## config.mk

```make
export PLATFORM = sky130hd
export DESIGN_NAME = can_general_ctrl
export DESIGN_NICKNAME = d
export VERILOG_FILES = /design/src/core/can_gen_pkg.sv /design/src/core/can_general_ctrl.sv
export SDC_FILE = /design/constraint.sdc
export NUM_CORES = 1
export LEC_CHECK = 0
export BUFFER_PORTS_ARGS = -buffer_cell sky130_fd_sc_hd__buf_2
export CAP_MARGIN = 30
export CORE_MARGIN = 8
export CORE_UTILIZATION = 43
export DETAILED_ROUTE_END_ITERATION = 12
export PLACE_DENSITY = 0.81
export REMOVE_ABC_BUFFERS = 1
export SLEW_MARGIN = 5
export SYNTH_ARGS = -nofsm -noshare
export SYNTH_HDL_FRONTEND = slang
export SYNTH_SLANG_ARGS = --single-unit
export TNS_END_PERCENT = 1
```

## constraint.sdc

```tcl
create_clock -name CLOCK -period 1.69 [get_ports CLOCK]
set_clock_uncertainty 0.15 [all_clocks]
set_input_delay 0.0845 -clock CLOCK [delete_from_list [all_inputs] [get_ports CLOCK]]
set_output_delay 0.0845 -clock CLOCK [all_outputs]
set_load 0.05 [all_outputs]
```

## src/core/can_gen_pkg.sv

```systemverilog
// Constants, register map and carrier types of the CAN general control block.
// Assumes one 100 MHz clock and a byte-wide register port with 3 address bits.
package can_gen_pkg;

  localparam int OBJECT_COUNT = 15;
  localparam int ADDR_W = 3;
  localparam int DATA_W = 8;

  // Register offsets
  localparam logic [ADDR_W-1:0] GENERAL_CONTROL_OFFSET = 3'h0;
  localparam logic [ADDR_W-1:0] GENERAL_STATUS_OFFSET = 3'h1;
  localparam logic [ADDR_W-1:0] GENERAL_INTERRUPT_FLAGS_OFFSET = 3'h2;
  localparam logic [ADDR_W-1:0] GENERAL_INTERRUPT_ENABLE_OFFSET = 3'h3;
  localparam logic [ADDR_W-1:0] OBJECT_IN_USE_LOW_OFFSET = 3'h4;
  localparam logic [ADDR_W-1:0] OBJECT_IN_USE_HIGH_OFFSET = 3'h5;

  // general_control fields
  localparam int CTRL_ABORT_BIT = 7;
  localparam int CTRL_OVERLOAD_BIT = 6;
  localparam int CTRL_TIME_MODE_BIT = 5;
  localparam int CTRL_SYNC_BIT = 4;
  localparam int CTRL_ONLY_SELECT_BIT = 3;
  localparam int CTRL_FACTORY_TEST_BIT = 2;
  localparam int CTRL_ENABLE_BIT = 1;
  localparam int CTRL_SOFT_RESET_BIT = 0;

  // general_status fields
  localparam int STAT_OVERLOAD_BIT = 6;
  localparam int STAT_TX_BUSY_BIT = 4;
  localparam int STAT_RX_BUSY_BIT = 3;
  localparam int STAT_ENABLED_BIT = 2;
  localparam int STAT_BUS_OFF_BIT = 1;
  localparam int STAT_ERR_PASSIVE_BIT = 0;

  // general_interrupt_flags fields; bit 7 is the read-only summary
  localparam int FLAG_ANY_BIT = 7;
  localparam int FLAG_BUS_OFF_BIT = 6;
  localparam int FLAG_OVERRUN_BIT = 5;
  localparam int FLAG_BUFFER_BIT = 4;
  localparam int FLAG_STUFF_BIT = 3;
  localparam int FLAG_CRC_BIT = 2;
  localparam int FLAG_FORM_BIT = 1;
  localparam int FLAG_ACK_BIT = 0;
  localparam int FLAG_W = 7;

  // general_interrupt_enable fields
  localparam int IE_GLOBAL_BIT = 7;
  localparam int IE_BUS_OFF_BIT = 6;
  localparam int IE_RX_BIT = 5;
  localparam int IE_TX_BIT = 4;
  localparam int IE_OBJ_ERR_BIT = 3;
  localparam int IE_BUFFER_BIT = 2;
  localparam int IE_GEN_ERR_BIT = 1;
  localparam int IE_OVERRUN_BIT = 0;

  localparam logic [DATA_W-1:0] REG_RESET = 8'h00;
  localparam logic [FLAG_W-1:0] FLAGS_RESET = 7'h00;
  localparam logic [OBJECT_COUNT-1:0] OBJECTS_NONE = 15'h0000;
  localparam logic [3:0] ENABLE_RUN_LAST = 4'hA;
  localparam logic [3:0] RUN_ZERO = 4'h0;
  localparam logic [2:0] STUFF_LIMIT = 3'h5;
  localparam logic [2:0] STUFF_FIRST = 3'h1;
  localparam logic [15:0] TIMER_TOP = 16'hFFFF;
  localparam logic [15:0] TIMER_ZERO = 16'h0000;
  localparam logic RECESSIVE = 1'b1;

  // Protocol engine state and one-cycle events
  typedef struct packed {
    logic sof;
    logic eof_last;
    logic tx_active;
    logic rx_active;
    logic overload_active;
    logic bus_off;
    logic error_passive;
    logic crc_error;
    logic form_error;
    logic ack_error;
    logic stuff_window;
    logic buffer_done;
    logic rx_irq;
    logic tx_irq;
    logic obj_err_irq;
  } engine_status_t;

  // Per object events, one bit per message object
  typedef struct packed {
    logic [OBJECT_COUNT-1:0] turned_on;
    logic [OBJECT_COUNT-1:0] turned_off;
    logic [OBJECT_COUNT-1:0] config_written;
    logic [OBJECT_COUNT-1:0] transmit_done_flag;
    logic [OBJECT_COUNT-1:0] receive_done_flag;
    logic [OBJECT_COUNT-1:0] buffer_member;
  } object_events_t;

endpackage

```

## src/core/can_general_ctrl.sv

```systemverilog
// General control, status and interrupt flags of the CAN controller.
// Assumes a protocol engine beside it that supplies bit ticks, bus samples and events.
//
// What this block does
// - In time mode, capture strobe on start of frame if sync bit 0, else last end bit.
// - Only_select_a control bit 1 selects listening mode; 0 is normal operation.
// - Enable bit is a command; the enabled flag shows the mode really in force.
// - Standby waits for running transmission, then freezes object configuration.
// - Standby drives recessive, disables receiver, registers stay accessible.
// - Enable takes effect only after 11 consecutive recessive bits.
// - Soft reset bit resets the controller with hardware reset, then self clears.
// - Overload flag is high while our overload frame is sent, no interrupt.
// - Transmitter busy high while any frame, ack or interframe sent, no interrupt.
// - Receiver busy high while a frame is received or monitored, no interrupt.
// - Bus-off and error-passive status bits; only bus-off entry raises a flag.
// - Summary flag is OR of all interrupt sources except timer overrun.
// - Writable flags clear on writing 1; writing 0 keeps them.
// - Bus-off flag sets only on entering bus-off from error-passive.
// - Overrun flag sets on timer wrap; clears on write 1 or handler entry.
// - Buffer flag sets on buffer done; clears only after all configs rewritten.
// - Stuff flag sets on more than 5 equal consecutive bits.
// - CRC, form and ack error flags set from their engine detections.
// - Enable bits gate interrupts; bit 7 global for CAN_IRQ only, bit 0 alone gates timer overrun.
// - Object in-use bits set on enable, clear on done, disable, abort, standby.
// - Abort clears all in-use bits at once; running frame ends normally.
//
// The address-and-strobe port and the register addresses were decided locally.
`timescale 1ns/1ps

module can_general_ctrl
  import can_gen_pkg::*;
(
  // Clock and reset
  input wire logic CLOCK,
  input wire logic RESET_N,
  // Register port
  input wire logic [ADDR_W-1:0] ADDR,
  input wire logic [DATA_W-1:0] WDATA,
  input wire logic WR,
  input wire logic RD,
  output logic [DATA_W-1:0] RDATA,
  // Protocol engine side
  input wire logic BIT_TICK,
  input wire logic RX_BIT,
  input wire logic TX_BIT,
  input wire logic [15:0] TIMER_VALUE,
  input wire logic OVERRUN_HANDLER_ENTRY,
  input wire engine_status_t ENGINE,
  input wire object_events_t OBJECTS,
  // Control outputs
  output logic TXCAN,
  output logic RX_ENABLE,
  output logic CHANNEL_FROZEN,
  output logic ONLY_SELECT_A,
  output logic TEST_MODE,
  output logic OVERLOAD_REQUEST,
  output logic ABORT_REQUEST,
  output logic CAPTURE_TIMER,
  output logic CONTROLLER_RESET,
  output logic [OBJECT_COUNT-1:0] OBJECT_IN_USE,
  // Interrupt requests
  output logic CAN_IRQ,
  output logic TIMER_IRQ
);

  logic [DATA_W-1:0] control;
  logic [DATA_W-1:0] irq_enable;
  logic [FLAG_W-1:0] general_flags;
  logic soft_reset;
  logic ctrl_rst;
  logic enabled_state_flag;
  logic next_enabled;
  logic [3:0] recessive_run;
  logic [2:0] stuff_run;
  logic stuff_last;
  logic stuff_hit;
  logic overload_sending_flag;
  logic transmitter_busy;
  logic receiver_busy;
  logic bus_off_state;
  logic error_passive_state;
  logic [15:0] last_timer;
  logic [OBJECT_COUNT-1:0] rewritten;
  logic all_rewritten;
  logic [FLAG_W-1:0] flag_set;
  logic [FLAG_W-1:0] flag_clear;
  logic any_interrupt_flag;
  logic wr_ctrl;
  logic wr_flags;
  logic abort_write;
  logic [DATA_W-1:0] read_value;
  logic [DATA_W-1:0] status_value;

  assign ctrl_rst = !RESET_N || soft_reset;
  assign wr_ctrl = WR && (ADDR == GENERAL_CONTROL_OFFSET);
  assign wr_flags = WR && (ADDR == GENERAL_INTERRUPT_FLAGS_OFFSET);
  assign abort_write = wr_ctrl && WDATA[CTRL_ABORT_BIT];

  // Soft reset pulse: one cycle, then self clearing
  always_ff @(posedge CLOCK) begin
    if (!RESET_N) begin
      soft_reset <= 1'b0;
    end else begin
      soft_reset <= wr_ctrl && WDATA[CTRL_SOFT_RESET_BIT];
    end
  end

  always_ff @(posedge CLOCK) begin
    if (!RESET_N) begin
      CONTROLLER_RESET <= 1'b0;
    end else begin
      CONTROLLER_RESET <= wr_ctrl && WDATA[CTRL_SOFT_RESET_BIT];
    end
  end

  // Control register; the soft reset bit is never stored
  always_ff @(posedge CLOCK) begin
    if (ctrl_rst) begin
      control <= REG_RESET;
    end else if (wr_ctrl) begin
      control <= WDATA;
      control[CTRL_SOFT_RESET_BIT] <= 1'b0;
    end
  end

  always_ff @(posedge CLOCK) begin
    if (ctrl_rst) begin
      irq_enable <= REG_RESET;
    end else if (WR && ADDR == GENERAL_INTERRUPT_ENABLE_OFFSET) begin
      irq_enable <= WDATA;
    end
  end

  // Mode outputs to the engine
  always_ff @(posedge CLOCK) begin
    if (ctrl_rst) begin
      ONLY_SELECT_A <= 1'b0;
      TEST_MODE <= 1'b0;
      OVERLOAD_REQUEST <= 1'b0;
      ABORT_REQUEST <= 1'b0;
    end else begin
      ONLY_SELECT_A <= control[CTRL_ONLY_SELECT_BIT];
      TEST_MODE <= control[CTRL_FACTORY_TEST_BIT];
      OVERLOAD_REQUEST <= control[CTRL_OVERLOAD_BIT];
      ABORT_REQUEST <= control[CTRL_ABORT_BIT];
    end
  end

  // Timer capture select, only meaningful in time mode
  always_ff @(posedge CLOCK) begin
    if (ctrl_rst) begin
      CAPTURE_TIMER <= 1'b0;
    end else begin
      CAPTURE_TIMER <= control[CTRL_TIME_MODE_BIT] &&
        (control[CTRL_SYNC_BIT] ? ENGINE.eof_last : ENGINE.sof);
    end
  end

  // Recessive run counter for entering enable mode
  always_ff @(posedge CLOCK) begin
    if (ctrl_rst || enabled_state_flag || !control[CTRL_ENABLE_BIT]) begin
      recessive_run <= RUN_ZERO;
    end else if (BIT_TICK) begin
      recessive_run <= (RX_BIT == RECESSIVE) ? recessive_run + 4'h1 : RUN_ZERO;
    end
  end

  always_comb begin
    next_enabled = enabled_state_flag;
    if (control[CTRL_ENABLE_BIT] && !enabled_state_flag) begin
      next_enabled = BIT_TICK && RX_BIT == RECESSIVE && recessive_run == ENABLE_RUN_LAST;
    end else if (!control[CTRL_ENABLE_BIT] && enabled_state_flag) begin
      next_enabled = ENGINE.tx_active;
    end
  end

  // Mode in force, receiver enable and freeze follow the command late
  always_ff @(posedge CLOCK) begin
    if (ctrl_rst) begin
      enabled_state_flag <= 1'b0;
      RX_ENABLE <= 1'b0;
      CHANNEL_FROZEN <= 1'b1;
    end else begin
      enabled_state_flag <= next_enabled;
      RX_ENABLE <= next_enabled;
      CHANNEL_FROZEN <= !next_enabled;
    end
  end

  // Transmit pin: recessive in standby and in listening mode
  always_ff @(posedge CLOCK) begin
    if (ctrl_rst) begin
      TXCAN <= RECESSIVE;
    end else begin
      TXCAN <= (enabled_state_flag && !control[CTRL_ONLY_SELECT_BIT]) ? TX_BIT : RECESSIVE;
    end
  end

  // Engine status mirrors
  always_ff @(posedge CLOCK) begin
    if (ctrl_rst) begin
      overload_sending_flag <= 1'b0;
      transmitter_busy <= 1'b0;
      receiver_busy <= 1'b0;
      bus_off_state <= 1'b0;
      error_passive_state <= 1'b0;
    end else begin
      overload_sending_flag <= ENGINE.overload_active;
      transmitter_busy <= ENGINE.tx_active;
      receiver_busy <= ENGINE.rx_active;
      bus_off_state <= ENGINE.bus_off;
      error_passive_state <= ENGINE.error_passive;
    end
  end

  // Run length of equal bus bits inside the stuffed region
  always_ff @(posedge CLOCK) begin
    if (ctrl_rst || !ENGINE.stuff_window) begin
      stuff_run <= 3'h0;
      stuff_last <= RECESSIVE;
    end else if (BIT_TICK) begin
      stuff_last <= RX_BIT;
      if (RX_BIT != stuff_last || stuff_run == 3'h0) begin
        stuff_run <= STUFF_FIRST;
      end else if (stuff_run != STUFF_LIMIT) begin
        stuff_run <= stuff_run + 3'h1;
      end
    end
  end

  assign stuff_hit = ENGINE.stuff_window && BIT_TICK && RX_BIT == stuff_last && stuff_run == STUFF_LIMIT;

  always_ff @(posedge CLOCK) begin
    if (ctrl_rst) begin
      last_timer <= TIMER_ZERO;
    end else begin
      last_timer <= TIMER_VALUE;
    end
  end

  // Configuration rewrite tracking of buffer objects
  always_ff @(posedge CLOCK) begin
    if (ctrl_rst || ENGINE.buffer_done || flag_clear[FLAG_BUFFER_BIT]) begin
      rewritten <= OBJECTS_NONE;
    end else begin
      rewritten <= rewritten | OBJECTS.config_written;
    end
  end

  assign all_rewritten = (OBJECTS.buffer_member & ~rewritten) == OBJECTS_NONE;

  always_comb begin
    flag_set = FLAGS_RESET;
    flag_set[FLAG_BUS_OFF_BIT] = ENGINE.bus_off && !bus_off_state && error_passive_state;
    flag_set[FLAG_OVERRUN_BIT] = last_timer == TIMER_TOP && TIMER_VALUE == TIMER_ZERO;
    flag_set[FLAG_BUFFER_BIT] = ENGINE.buffer_done;
    flag_set[FLAG_STUFF_BIT] = stuff_hit;
    flag_set[FLAG_CRC_BIT] = ENGINE.crc_error;
    flag_set[FLAG_FORM_BIT] = ENGINE.form_error;
    flag_set[FLAG_ACK_BIT] = ENGINE.ack_error;
    flag_clear = wr_flags ? WDATA[FLAG_W-1:0] : FLAGS_RESET;
    flag_clear[FLAG_OVERRUN_BIT] = flag_clear[FLAG_OVERRUN_BIT] || OVERRUN_HANDLER_ENTRY;
    flag_clear[FLAG_BUFFER_BIT] = flag_clear[FLAG_BUFFER_BIT] && all_rewritten;
  end

  // Set wins over a clear in the same cycle
  always_ff @(posedge CLOCK) begin
    if (ctrl_rst) begin
      general_flags <= FLAGS_RESET;
    end else begin
      general_flags <= (general_flags & ~flag_clear) | flag_set;
    end
  end

  assign any_interrupt_flag = general_flags[FLAG_BUS_OFF_BIT] || general_flags[FLAG_BUFFER_BIT] ||
    (|general_flags[FLAG_STUFF_BIT:FLAG_ACK_BIT]) ||
    ENGINE.rx_irq || ENGINE.tx_irq || ENGINE.obj_err_irq;

  // Interrupt request lines gated by the enable register
  always_ff @(posedge CLOCK) begin
    if (ctrl_rst) begin
      CAN_IRQ <= 1'b0;
      TIMER_IRQ <= 1'b0;
    end else begin
      CAN_IRQ <= irq_enable[IE_GLOBAL_BIT] && (
        (irq_enable[IE_BUS_OFF_BIT] && general_flags[FLAG_BUS_OFF_BIT]) ||
        (irq_enable[IE_RX_BIT] && ENGINE.rx_irq) ||
        (irq_enable[IE_TX_BIT] && ENGINE.tx_irq) ||
        (irq_enable[IE_OBJ_ERR_BIT] && ENGINE.obj_err_irq) ||
        (irq_enable[IE_BUFFER_BIT] && general_flags[FLAG_BUFFER_BIT]) ||
        (irq_enable[IE_GEN_ERR_BIT] && (|general_flags[FLAG_STUFF_BIT:FLAG_ACK_BIT])));
      TIMER_IRQ <= irq_enable[IE_OVERRUN_BIT] && general_flags[FLAG_OVERRUN_BIT];
    end
  end

  // Object in-use bits; an enable event wins over any clear
  genvar i;
  generate
    for (i = 0; i < OBJECT_COUNT; i++) begin : g_obj
      always_ff @(posedge CLOCK) begin
        if (ctrl_rst) begin
          OBJECT_IN_USE[i] <= 1'b0;
        end else if (OBJECTS.turned_on[i]) begin
          OBJECT_IN_USE[i] <= 1'b1;
        end else if (OBJECTS.transmit_done_flag[i] || OBJECTS.receive_done_flag[i] ||
                     OBJECTS.turned_off[i] || abort_write || !enabled_state_flag) begin
          OBJECT_IN_USE[i] <= 1'b0;
        end
      end
    end
  endgenerate

  always_comb begin
    status_value = REG_RESET;
    status_value[STAT_OVERLOAD_BIT] = overload_sending_flag;
    status_value[STAT_TX_BUSY_BIT] = transmitter_busy;
    status_value[STAT_RX_BUSY_BIT] = receiver_busy;
    status_value[STAT_ENABLED_BIT] = enabled_state_flag;
    status_value[STAT_BUS_OFF_BIT] = bus_off_state;
    status_value[STAT_ERR_PASSIVE_BIT] = error_passive_state;
  end

  // Read mux; unmapped offsets and reserved bits read as zero
  always_comb begin
    read_value = REG_RESET;
    unique case (ADDR)
      GENERAL_CONTROL_OFFSET: read_value = control;
      GENERAL_STATUS_OFFSET: read_value = status_value;
      GENERAL_INTERRUPT_FLAGS_OFFSET: read_value = {any_interrupt_flag, general_flags};
      GENERAL_INTERRUPT_ENABLE_OFFSET: read_value = irq_enable;
      OBJECT_IN_USE_LOW_OFFSET: read_value = OBJECT_IN_USE[7:0];
      OBJECT_IN_USE_HIGH_OFFSET: read_value = {1'b0, OBJECT_IN_USE[OBJECT_COUNT-1:8]};
      default: read_value = REG_RESET;
    endcase
  end

  always_ff @(posedge CLOCK) begin
    if (!RESET_N) begin
      RDATA <= REG_RESET;
    end else begin
      RDATA <= RD ? read_value : REG_RESET;
    end
  end
endmodule

```

==> impl_results.md, run 1 <==
* Starting DRT DRC Count at 362
* Core area at approximately 0.0093 mm2
* I/O Buffers at about 170
* Critical path cell sequence: dlygate4sd3_1 -> buf_2 -> nor4b_2 -> dlygate4sd3_1 -> a21oi_1 -> nor2_1
* Hold Path Class: input port to flop
* Vias in the first global route at just over 5,000
* Chip height at about 110 um
* All-layer global routing usage at about 24%
* Switch share at 27.34%
* CTS Buf Count at 9
* P_sw at 1335 uW
* RSZ-0062 raised after global routing: yes
* Max_cap viols at 0
* Number of synthesis warnings at 0
* CTS Buffer Depth at 2
* Slowest Stage Delay on Critical Path at about 600 ps
* Initial Utilization at roughly 45%
* Most frequent cells in the layout: buf_2 (173), dlygate4sd3_1 (109), dfxtp_1 (100), nand2_1 (49), a21oi_1 (45)
* Failing checks: setup timing
* Die X at 114.0 um
* Root buffer cell: clkbuf_8
* Pleak at approximately 0.0029 uW
* Setup repair bufs after CTS at 0
* Main synth FF type: dfxtp_1
* Status: finished, violations left
* Crit path max-delay cell type: dlygate4sd3_1
* Slew Limit Fails at 0
* Final Util at between 70 and 80%
* First-pass GRT wire length at 24.81 mm
* PD cells at 745.2 mW/mm2
* Routed Antenna Nets at 0
* Setup ws final at -14.82 ps
* Pint at about 3500 uW
* Final hold viol count at 0
* Met1 usage at 25.35%
* Post-Syn Area at 0.004133 mm2
* IO Count at around 170
* CTS tree: built
* Comb pwr share at approximately 17%
* Startpoint types: input port
* Antenna violations before repair at 5
* Cell mode on critical path: dlygate4sd3_1
* Avg Inst Size Synth at ~9.0 um2
* Clock-pin slew on the worst setup and hold paths at 110 ps
* Gate Count Post-Synth at 457
* GPL Wtd Cong at roughly 0.91
* Placed cells at 749
* CP delay by family, top: buffers and inverters
* FMAX at between 0.5 and 0.6 GHz
* Crit Path Category: input port to flop
* Fraction of layout cells with a size suffix above 1 at between 30% and 40%
* FP Rows at 35
* Htree depth at 3
* Die ar. at about 0.013 mm2
* Final setup TNS at -29.00 ps
* DP HPWL at slightly above 10 mm
* Final Critical Period at roughly 1700 ps
* Largest net degree at the start of global routing at 34
* Skew-Pair Late Insertion Delay at between 300 and 400 ps
* Worst-Margin Slew at 767.4 ps
* Crit. End Element: flop
* Final setup violation count at 2
* Grt met3 use at roughly 5.3%
* GRT overflow at 0
* Post-DR wirelength/cell at approximately 19 um
* Worst Path Required at between 1500 and 2000 ps
* Clock Sinks at 100
* Global route hottest layer: met2
* Seq cells post-synth at 100
* Ys async rst share at 0%
* Area growth, synth to finish at 58.55%
* Post-synth EDFFs at 0
* Synth cell types at 47
* Total number of vias at about 4,700
* Most common cell after layout, fill and taps aside: buf_2
* Crit Path Max Fanout at 1
* Post-route insts no fill at just under 900
* Part of the power in registers at 51.1%
* Buf+Inv Stages, Crit Path at 3
* Vias per inst at between 5 and 6
* WHS at around 40 ps
* Tcrit/Tclk final at 100.9%
* Final wirelength at about 16 mm
* GRT met2 Usage at between 40 and 50%
* Nets at between 800 and 900
* CP arrival at 1870 ps
* VDD IR max at approximately 0.5 mV
* Fill cell count at between 600 and 700
* Slew HR at about half
* Clock power share at around 32%
* Drt first pass iters at 5
* Sequential element share of the synthesized area at about half
* Drt drc at 0
## cell usage after synthesis (2+ instances only)
master / count / area, um2
o2111ai_1: 3 / 26.28
nand3_1: 8 / 40.04
a211oi_1: 16 / 120.1
nor2_1: 37 / 138.9
and3_1: 4 / 25.02
nand2b_1: 12 / 75.07
nand4_1: 5 / 31.28
nand3b_1: 3 / 22.52
mux2i_1: 7 / 70.07
a32oi_1: 3 / 26.28
a31oi_1: 2 / 12.51
o22ai_1: 2 / 12.51
o311a_1: 2 / 20.02
o22a_1: 3 / 26.28
buf_2: 5 / 25.02
o21ai_0: 20 / 100.1
or4_1: 2 / 15.01
and2_1: 25 / 156.4
ha_1: 5 / 62.56
dfxtp_1: 100 / 2002
a22oi_1: 9 / 67.56
a21oi_1: 45 / 225.2
buf_1: 2 / 7.510
nor2b_1: 7 / 43.79
nor3_1: 2 / 10.01
nor4_1: 5 / 31.28
o221ai_1: 2 / 17.52
nand2_1: 49 / 183.9
mux2_2: 8 / 90.09
clkbuf_1: 14 / 52.55
buf_6: 2 / 22.52
inv_1: 18 / 67.56
and4_1: 2 / 17.52
nor4b_1: 15 / 131.4
## worst paths after layout
check / slack [ps] / end / depth (start not counted) / startpoint
worst max-delay path: -10 / OBJECT_IN_USE[3]$_SDFFE_PP0P_ / 6 / OBJECTS[63]
worst min-delay path: 40 / general_flags[4]$_SDFF_PP0_ / 5 / OBJECTS[13]
worst max register to register: -10 / OBJECT_IN_USE[6]$_SDFFE_PP0P_ / 4 / OBJECT_IN_USE[6]$_SDFFE_PP0P_
worst min register to register: 330 / irq_enable[4]$_SDFFE_PP0P_ / 2 / irq_enable[4]$_SDFFE_PP0P_
## what timing repair did
action | in CTS | in global routing
hold endpoints to repair | 93 | 0
hold buffers | 111 | 0
gates resized for setup | 1 | 13
setup endpoints to repair | 6 | 13
## final cells by class
class	instances	area (um2)	share of cell area (%)
Tap cell	129	161.4	2.463
Multi-Input combinational cell	315	2006	30.61
Sequential cell	100	2002	30.55
Clock buffer	9	123.9	1.890
Antenna cell	6	15.01	0.2291
Timing Repair Buffer	298	2103	32.10
Clock inverter	7	73.82	1.127
Inverter	18	67.56	1.031
## kinds of logic (layout without fill, tap and decap cells)
| family | after synthesis | after routing | synth area share, % |
|---|---|---|---|
| and+or+nand+nor | 180 | 180 | 23.86 |
| other | 0 | 6 | 0 |
| muxes | 15 | 15 | 3.875 |
| xor gates and xnor gates | 1 | 1 | 0.2120 |
| adders and majority gates | 5 | 5 | 1.514 |
| buffers and inverters | 42 | 332 | 4.420 |
| AOI/OAI and AO/OA | 114 | 114 | 17.68 |
| DFF | 100 | 100 | 48.44 |
## per-layer routing
metal | up-vias | share of wire (%)
met3 | 69 | 6.6
li1 | 2191 | -
met1 | 2193 | 36
met4 | 0 | 5.0
met5 | - | 0
met2 | 223 | 52
## worst min-delay path: cells and delay by family
family | cells | cell delay, ps
compound gates | 2 | 180
buf+inv | 1 | 80
simple gates | 2 | 180
## through the flow
stage | cell area, um2 | setup WS [ps] | power [uW]
CTS | 6477 | 49.74 | 4839
global placement | 5165 | 51.94 | 3116
global route | 6550 | -51.54 | 5079
detailed placement | 5165 | 7.000 | 3135
floorplan | 4018 | -656.9 | 2815
finish | 6553 | -14.82 | 4883
## state kept, by name (all words and copies together), names as in the netlist, 3 cells and up
| signal | cells |
|---|---|
| stuff_run | 3 |
| recessive_run | 4 |
| OBJECT_IN_USE | 15 |
| RDATA | 8 |
| control | 7 |
| rewritten | 15 |
| last_timer | 16 |
| general_flags | 7 |
| irq_enable | 8 |
## power by group through the flow
stage / Clock (uW) / Combinational, uW / Sequential, uW
after floorplan: 0 / 195 / 2620
after global placement: 0 / 575 / 2540
after detailed placement: 0 / 590 / 2550
after CTS: 1580 / 773 / 2490
after global routing: 1700 / 877 / 2500
final: 1560 / 822 / 2500
No activity file was read; power rests on OpenSTA's default activity.
==> inputs of run 2 (changes only) <==
--- a/config.mk
+++ b/config.mk
@@ -11,6 +11,7 @@
 export CORE_UTILIZATION = 43
 export DETAILED_ROUTE_END_ITERATION = 12
 export PLACE_DENSITY = 0.81
+export RECOVER_POWER = 25
 export REMOVE_ABC_BUFFERS = 1
 export SLEW_MARGIN = 5
 export SYNTH_ARGS = -nofsm -noshare
==> run 2 against run 1 <==
The flow still finishes with violations (setup timing). Cell area decreased by 0.46%. Register-to-register slack about the same. Sequential cell count stayed put. First-iteration DRC count up 5.2%. Sequential share of layout area up 0.14 points. Count of clock-buffer cells in the layout unchanged. Combinational power is 0.5% lower. Die area unchanged. Via count grew 0.73%. Setup slack worse by 5.1 ps. Critical endpoint is now general_flags[0]$_SDFF_PP0_. Largest cell class unchanged.
==> impl_results.md, run 2 (synthesis results as in run 1) <==
* Status: finished, violations left
* Failing checks: setup timing
* PD cells at roughly 750 mW/mm2
* GRT overflow at 0
* Setup ws final at -19.93 ps
* Max Used Layer: met4
* Comb pwr share at about 17%
* Worst Path Required at approximately 1800 ps
* CP arrival at around 1800 ps
* VDD IR max at 0.5039 mV
* Largest net degree at the start of global routing at 34
* FP Rows at 35
* Initial Utilization at approximately 45%
* DP HPWL at 10.24 mm
* Routed length on met2 at ~8.5 mm
* Final Critical Period at about 1700 ps
* Tcrit/Tclk final at 101.2%
* Nets at between 800 and 900
* Area growth, synth to finish at 57.83%
* Most common cell after layout, fill and taps aside: buf_2
* Slew HR at between 40% and 50%
* Routed Antenna Nets at 0
* Fraction of layout cells with a size suffix above 1 at a little over a quarter
* Starting DRT DRC Count at about 380
* Post-route insts no fill at 882
* RSZ-0062 raised after global routing: yes
* CTS Buffer Depth at 2
* GPL Wtd Cong at ~0.91
* Post-DR wirelength/cell at about 19 um
* Crit Path Max Fanout at 7
* CTS Buf Count at 9
* Max_cap viols at 0
* Vias in the first global route at a little over 5,000
* Root buffer cell: clkbuf_8
* Final hold viol count at 0
* Worst-Margin Slew at roughly 780 ps
* Hold Path Class: input port to flop
* I/O Buffers at around 170
* Clock Sinks at 100
* IO Count at around 170
* Largest regs: last_timer (16), OBJECT_IN_USE (15), rewritten (15)
* Chip height at between 100 and 150 um
* Slew Limit Fails at 0
* Metal3 WL at 1.134 mm
* Placed cells at about 750
* Skew-Pair Late Insertion Delay at 380 ps
* Htree depth at 3
* P_sw at approximately 1300 uW
* Core area at 0.009284 mm2
* Final setup violation count at 2
* DP Area at around 0.0052 mm2
* Top reg by flops: last_timer
* Part of the power in registers at 51.1%
* Clock power share at 32.1%
* CTS tree: built
* Antenna violations before repair at 5
* Most frequent cells in the layout: buf_2 (151), dlygate4sd3_1 (109), dfxtp_1 (100), nand2_1 (49), a21oi_1 (45)
* Total number of vias at about 4,700
* Crit. End Element: flop
* FMAX at 0.5848 GHz
* Die ar. at approximately 0.013 mm2
* Fin area at 0.006523 mm2
* All-layer global routing usage at between 20 and 25%
* Startpoint types: input port
* Met1 Routed Length at about 5.9 mm
* Final wirelength at 16.41 mm
* Crit Path Category: input port to flop
* Setup WS pre-CTS at approximately 7.0 ps
* Clock-pin slew on the worst setup and hold paths at 90 ps
* Drt first pass iters at 6
* Switch share at between 20% and 30%
* Pleak at between 0.002 and 0.003 uW
* Pint at around 3500 uW
* Die X at between 100 and 150 um
* Drt drc at 0
* Fill cell count at around 700
* First-pass GRT wire length at 24.81 mm
* Number of flip-flops under the largest register name at 16
* Vias per inst at around 5.3
run 2: cell count changes in the layout (fill, tap and decap cells not counted):
| cell | change |
|---|---|
| buf_2 | -22 |
| buf_4 | -1 |
| clkbuf_1 | +22 |
| clkbuf_2 | +1 |
run 2: stage by stage:
stage,hold slack (ps),utilization (%),total power (uW),TNS (ps)
6_report,35.38,70.26,4882,-35.11
2_1_floorplan,7.260,-,2815,-31480
5_1_grt,87.79,70.23,5075,-254.0
3_5_place_dp,140.2,55.63,3135,0
3_3_place_gp,137.1,55.63,3116,0
4_1_cts,37.89,69.77,4839,0
run 2: final cells by class:
cell class / count / area [um2] / area share (%)
clock inverter: 7 / 73.82 / 1.132
antenna: 6 / 15.01 / 0.2302
clock buffer: 9 / 123.9 / 1.899
multi-input combinational: 315 / 2006 / 30.75
inverter: 18 / 67.56 / 1.036
timing repair buffer: 298 / 2073 / 31.79
sequential: 100 / 2002 / 30.69
tap: 129 / 161.4 / 2.475
run 2: timing repair:
| action | CTS | global route |
|---|---|---|
| endpoints found under the hold margin | 93 | 0 |
| resized for setup | 1 | 13 |
| setup endpoints to repair | 6 | 13 |
| hold buffers | 111 | 0 |
| setup buffers | 0 | 0 |
run 2: power by group through the flow:
stage | Combinational (uW) | Clock, uW | Sequential (uW)
after floorplan | 195 | 0 | 2620
after global placement | 575 | 0 | 2540
after detailed placement | 590 | 0 | 2550
after CTS | 773 | 1580 | 2490
after global routing | 872 | 1700 | 2510
final | 818 | 1570 | 2500
run 2: final timing paths:
kind | cells past startpoint | to | from | slack (ps)
worst min register to register | 2 | irq_enable[4]$_SDFFE_PP0P_ | irq_enable[4]$_SDFFE_PP0P_ | 340
worst max-delay path | 7 | general_flags[0]$_SDFF_PP0_ | ADDR[1] | -20
worst max register to register | 4 | OBJECT_IN_USE[6]$_SDFFE_PP0P_ | OBJECT_IN_USE[6]$_SDFFE_PP0P_ | -20
worst min-delay path | 5 | general_flags[4]$_SDFF_PP0_ | OBJECTS[13] | 40
run 2: critical path: stages:
cell	delay (ps)
clkbuf_1	250
nor4bb_1	330
buf_4	260
nand2_1	80
a21oi_1	180
dlygate4sd3_1	590
nor2_1	50
run 2: routing by layer:
metal	GRT usage [%]	vias up
li1	-	2194
met1	25.35	2188
met2	44.12	255
met3	5.283	73
met4	12.51	0
met5	0	-
==> inputs of run 3 (changes only) <==
--- a/config.mk
+++ b/config.mk
@@ -8,7 +8,7 @@
 export BUFFER_PORTS_ARGS = -buffer_cell sky130_fd_sc_hd__buf_2
 export CAP_MARGIN = 30
 export CORE_MARGIN = 8
-export CORE_UTILIZATION = 43
+export CORE_UTILIZATION = 45
 export DETAILED_ROUTE_END_ITERATION = 12
 export PLACE_DENSITY = 0.81
 export RECOVER_POWER = 25
==> constraint.sdc (replaced) <==
create_clock -name CLOCK -period 2.2 [get_ports CLOCK]
set_clock_uncertainty 0.15 [all_clocks]
set_input_delay 0.11 -clock CLOCK [delete_from_list [all_inputs] [get_ports CLOCK]]
set_output_delay 0.11 -clock CLOCK [all_outputs]
set_load 0.05 [all_outputs]
==> run 3 against run 2 <==
The flow now finishes without violations. Critical path depth shrank 2. Setup slack improved by 120 ps. Sequential power down 23%. Count of clock-buffer cells in the layout did not move. Critical endpoint is now OBJECT_IN_USE[3]$_SDFFE_PP0P_. Cell area fell by 2.5%. Global-route usage is 0.50 points lower. Total power shrank 26%. Core utilization shrank 0.11 points. Register-to-register slack gained 120 ps. Sequential cell count did not move. Non-clock buffer count is 4 lower.
==> impl_results.md, run 3 (synthesis results as in run 1) <==
* Initial Utilization at a little under half
* Vias per inst at between 5 and 6
* Status: complete, no violations
* Top reg by flops: last_timer
* Final Critical Period at around 2100 ps
* First-pass GRT wire length at between 20 and 25 mm
* Most common cell after layout, fill and taps aside: buf_2
* CTS tree: built
* Slew HR at around 40%
* Fill cell count at between 600 and 700
* Largest regs: last_timer (16), OBJECT_IN_USE (15), rewritten (15)
* Routed length on met2 at 7.626 mm
* Vias in the first global route at just under 5,000
* Starting DRT DRC Count at between 300 and 400
* Largest net degree at the start of global routing at 27
* Final setup violation count at 0
* Pleak at 0.002729 uW
* Worst-Margin Slew at about 900 ps
* Max Used Layer: met4
* Final hold viol count at 0
* Die X at 111.8 um
* Crit. End Element: flop
* DP HPWL at just under 10 mm
* Startpoint types: flop
* CTS Buf Count at 9
* Die ar. at around 0.013 mm2
* All-layer global routing usage at 23.63%
* FMAX at 0.4771 GHz
* GRT overflow at 0
* Skew-Pair Late Insertion Delay at roughly 360 ps
* Hold Path Class: input port to flop
* Slew Limit Fails at 0
* Htree depth at 3
* Setup WS pre-CTS at ~500 ps
* Final Util at between 70 and 80%
* RSZ-0062 raised after global routing: no
* VDD IR max at around 0.36 mV
* Core area at roughly 0.0091 mm2
* Clock Sinks at 100
* Drt drc at 0
* Drt first pass iters at 5
* CP arrival at 2240 ps
* Post-DR wirelength/cell at around 17 um
* CTS Buffer Depth at 2
* PnR Total Power at approximately 3600 uW
* Setup ws final at 103.8 ps
* Chip height at between 100 and 150 um
* Most frequent cells in the layout: buf_2 (158), dlygate4sd3_1 (107), dfxtp_1 (100), nand2_1 (49), a21oi_1 (45)
* Worst Path Required at roughly 2300 ps
* FP Rows at 35
* I/O Buffers at 173
* Nets at roughly 900
* IO Count at 174
* Tcrit/Tclk final at 95.28%
* GPL Wtd Cong at 0.9217
* Antenna violations before repair at 3
* Fraction of layout cells with a size suffix above 1 at between 20% and 30%
* Critical path cell sequence: a21boi_1 -> buf_4 -> a21oi_1 -> dlygate4sd3_1 -> nor2_1
* Crit Path Max Fanout at 12
* Max_cap viols at 0
* Number of flip-flops under the largest register name at 16
* Crit path max-delay cell type: dlygate4sd3_1
* Met1 Routed Length at 5.491 mm
* Routed Antenna Nets at 0
* Area growth, synth to finish at 53.86%
* PD cells at 566.1 mW/mm2
* Slowest Stage Delay on Critical Path at approximately 580 ps
* Crit Path Category: flop to flop
* Metal3 WL at 1.084 mm
* Clock-pin slew on the worst setup and hold paths at approximately 100 ps
* Total number of vias at 4,664
* Final setup TNS at 0 ps
* Final wirelength at 14.95 mm
* Root buffer cell: clkbuf_8
-- run 3: worst max-delay path: cells and delay by family, from the launching register on --
kind / cells / cell delay, ps
AO/OA/AOI/OAI: 2 / 470
AND/OR/NAND/NOR: 1 / 130
flip-flops: 1 / 440
buffers and inverters: 2 / 850
-- run 3: where the power goes --
part / leakage (uW) / switching [uW] / internal (uW) / total, uW
Clock: 0.0000860 / 650 / 417 / 1070
Sequential: 0.000821 / 39.1 / 1880 / 1920
Combinational: 0.00182 / 301 / 315 / 616
-- run 3: layer usage --
layer / up-vias / track usage (%)
li1: 2189 / -
met1: 2170 / 24.24
met2: 239 / 42.21
met3: 66 / 6.115
met4: 0 / 14.68
met5: - / 0
-- run 3: repair_timing --
item                                    in CTS  in global routing
resized for setup                            0                  0
endpoints found under the setup margin       0                  1
endpoints found under the hold margin       89                  0
hold buffers                               107                  0
setup buffers                                0                  0
-- run 3: metrics by stage --
stage	cells	hold WS (ps)	instance area, um2
2_1_floorplan	433	32.76	4018
3_3_place_gp	730	163.5	5122
3_5_place_dp	731	166.6	5130
4_1_cts	854	15.72	6376
5_1_grt	857	10.41	6359
6_report	857	25.99	6359
-- run 3: layout make-up --
| class | count | area, um2 | area share (%) |
|---|---|---|---|
| repair buffers | 294 | 2019 | 31.76 |
| flip-flops and latches | 100 | 2002 | 31.48 |
| inverters | 18 | 67.56 | 1.063 |
| well taps | 111 | 138.9 | 2.184 |
| clock inverters | 7 | 51.30 | 0.8068 |
| multi-input cells | 315 | 1948 | 30.64 |
| diodes | 3 | 7.507 | 0.1181 |
| clock buffers | 9 | 123.9 | 1.948 |
-- run 3: path summary, 6_finish.rpt --
path / start / to / slack (ps) / cells past startpoint
max: enabled_state_flag$_SDFF_PP0_ / OBJECT_IN_USE[3]$_SDFFE_PP0P_ / 100 / 5
min: OVERRUN_HANDLER_ENTRY / general_flags[5]$_SDFF_PP0_ / 30 / 5
max reg2reg: enabled_state_flag$_SDFF_PP0_ / OBJECT_IN_USE[3]$_SDFFE_PP0P_ / 100 / 5
min reg2reg: irq_enable[0]$_SDFFE_PP0P_ / irq_enable[0]$_SDFFE_PP0P_ / 330 / 2
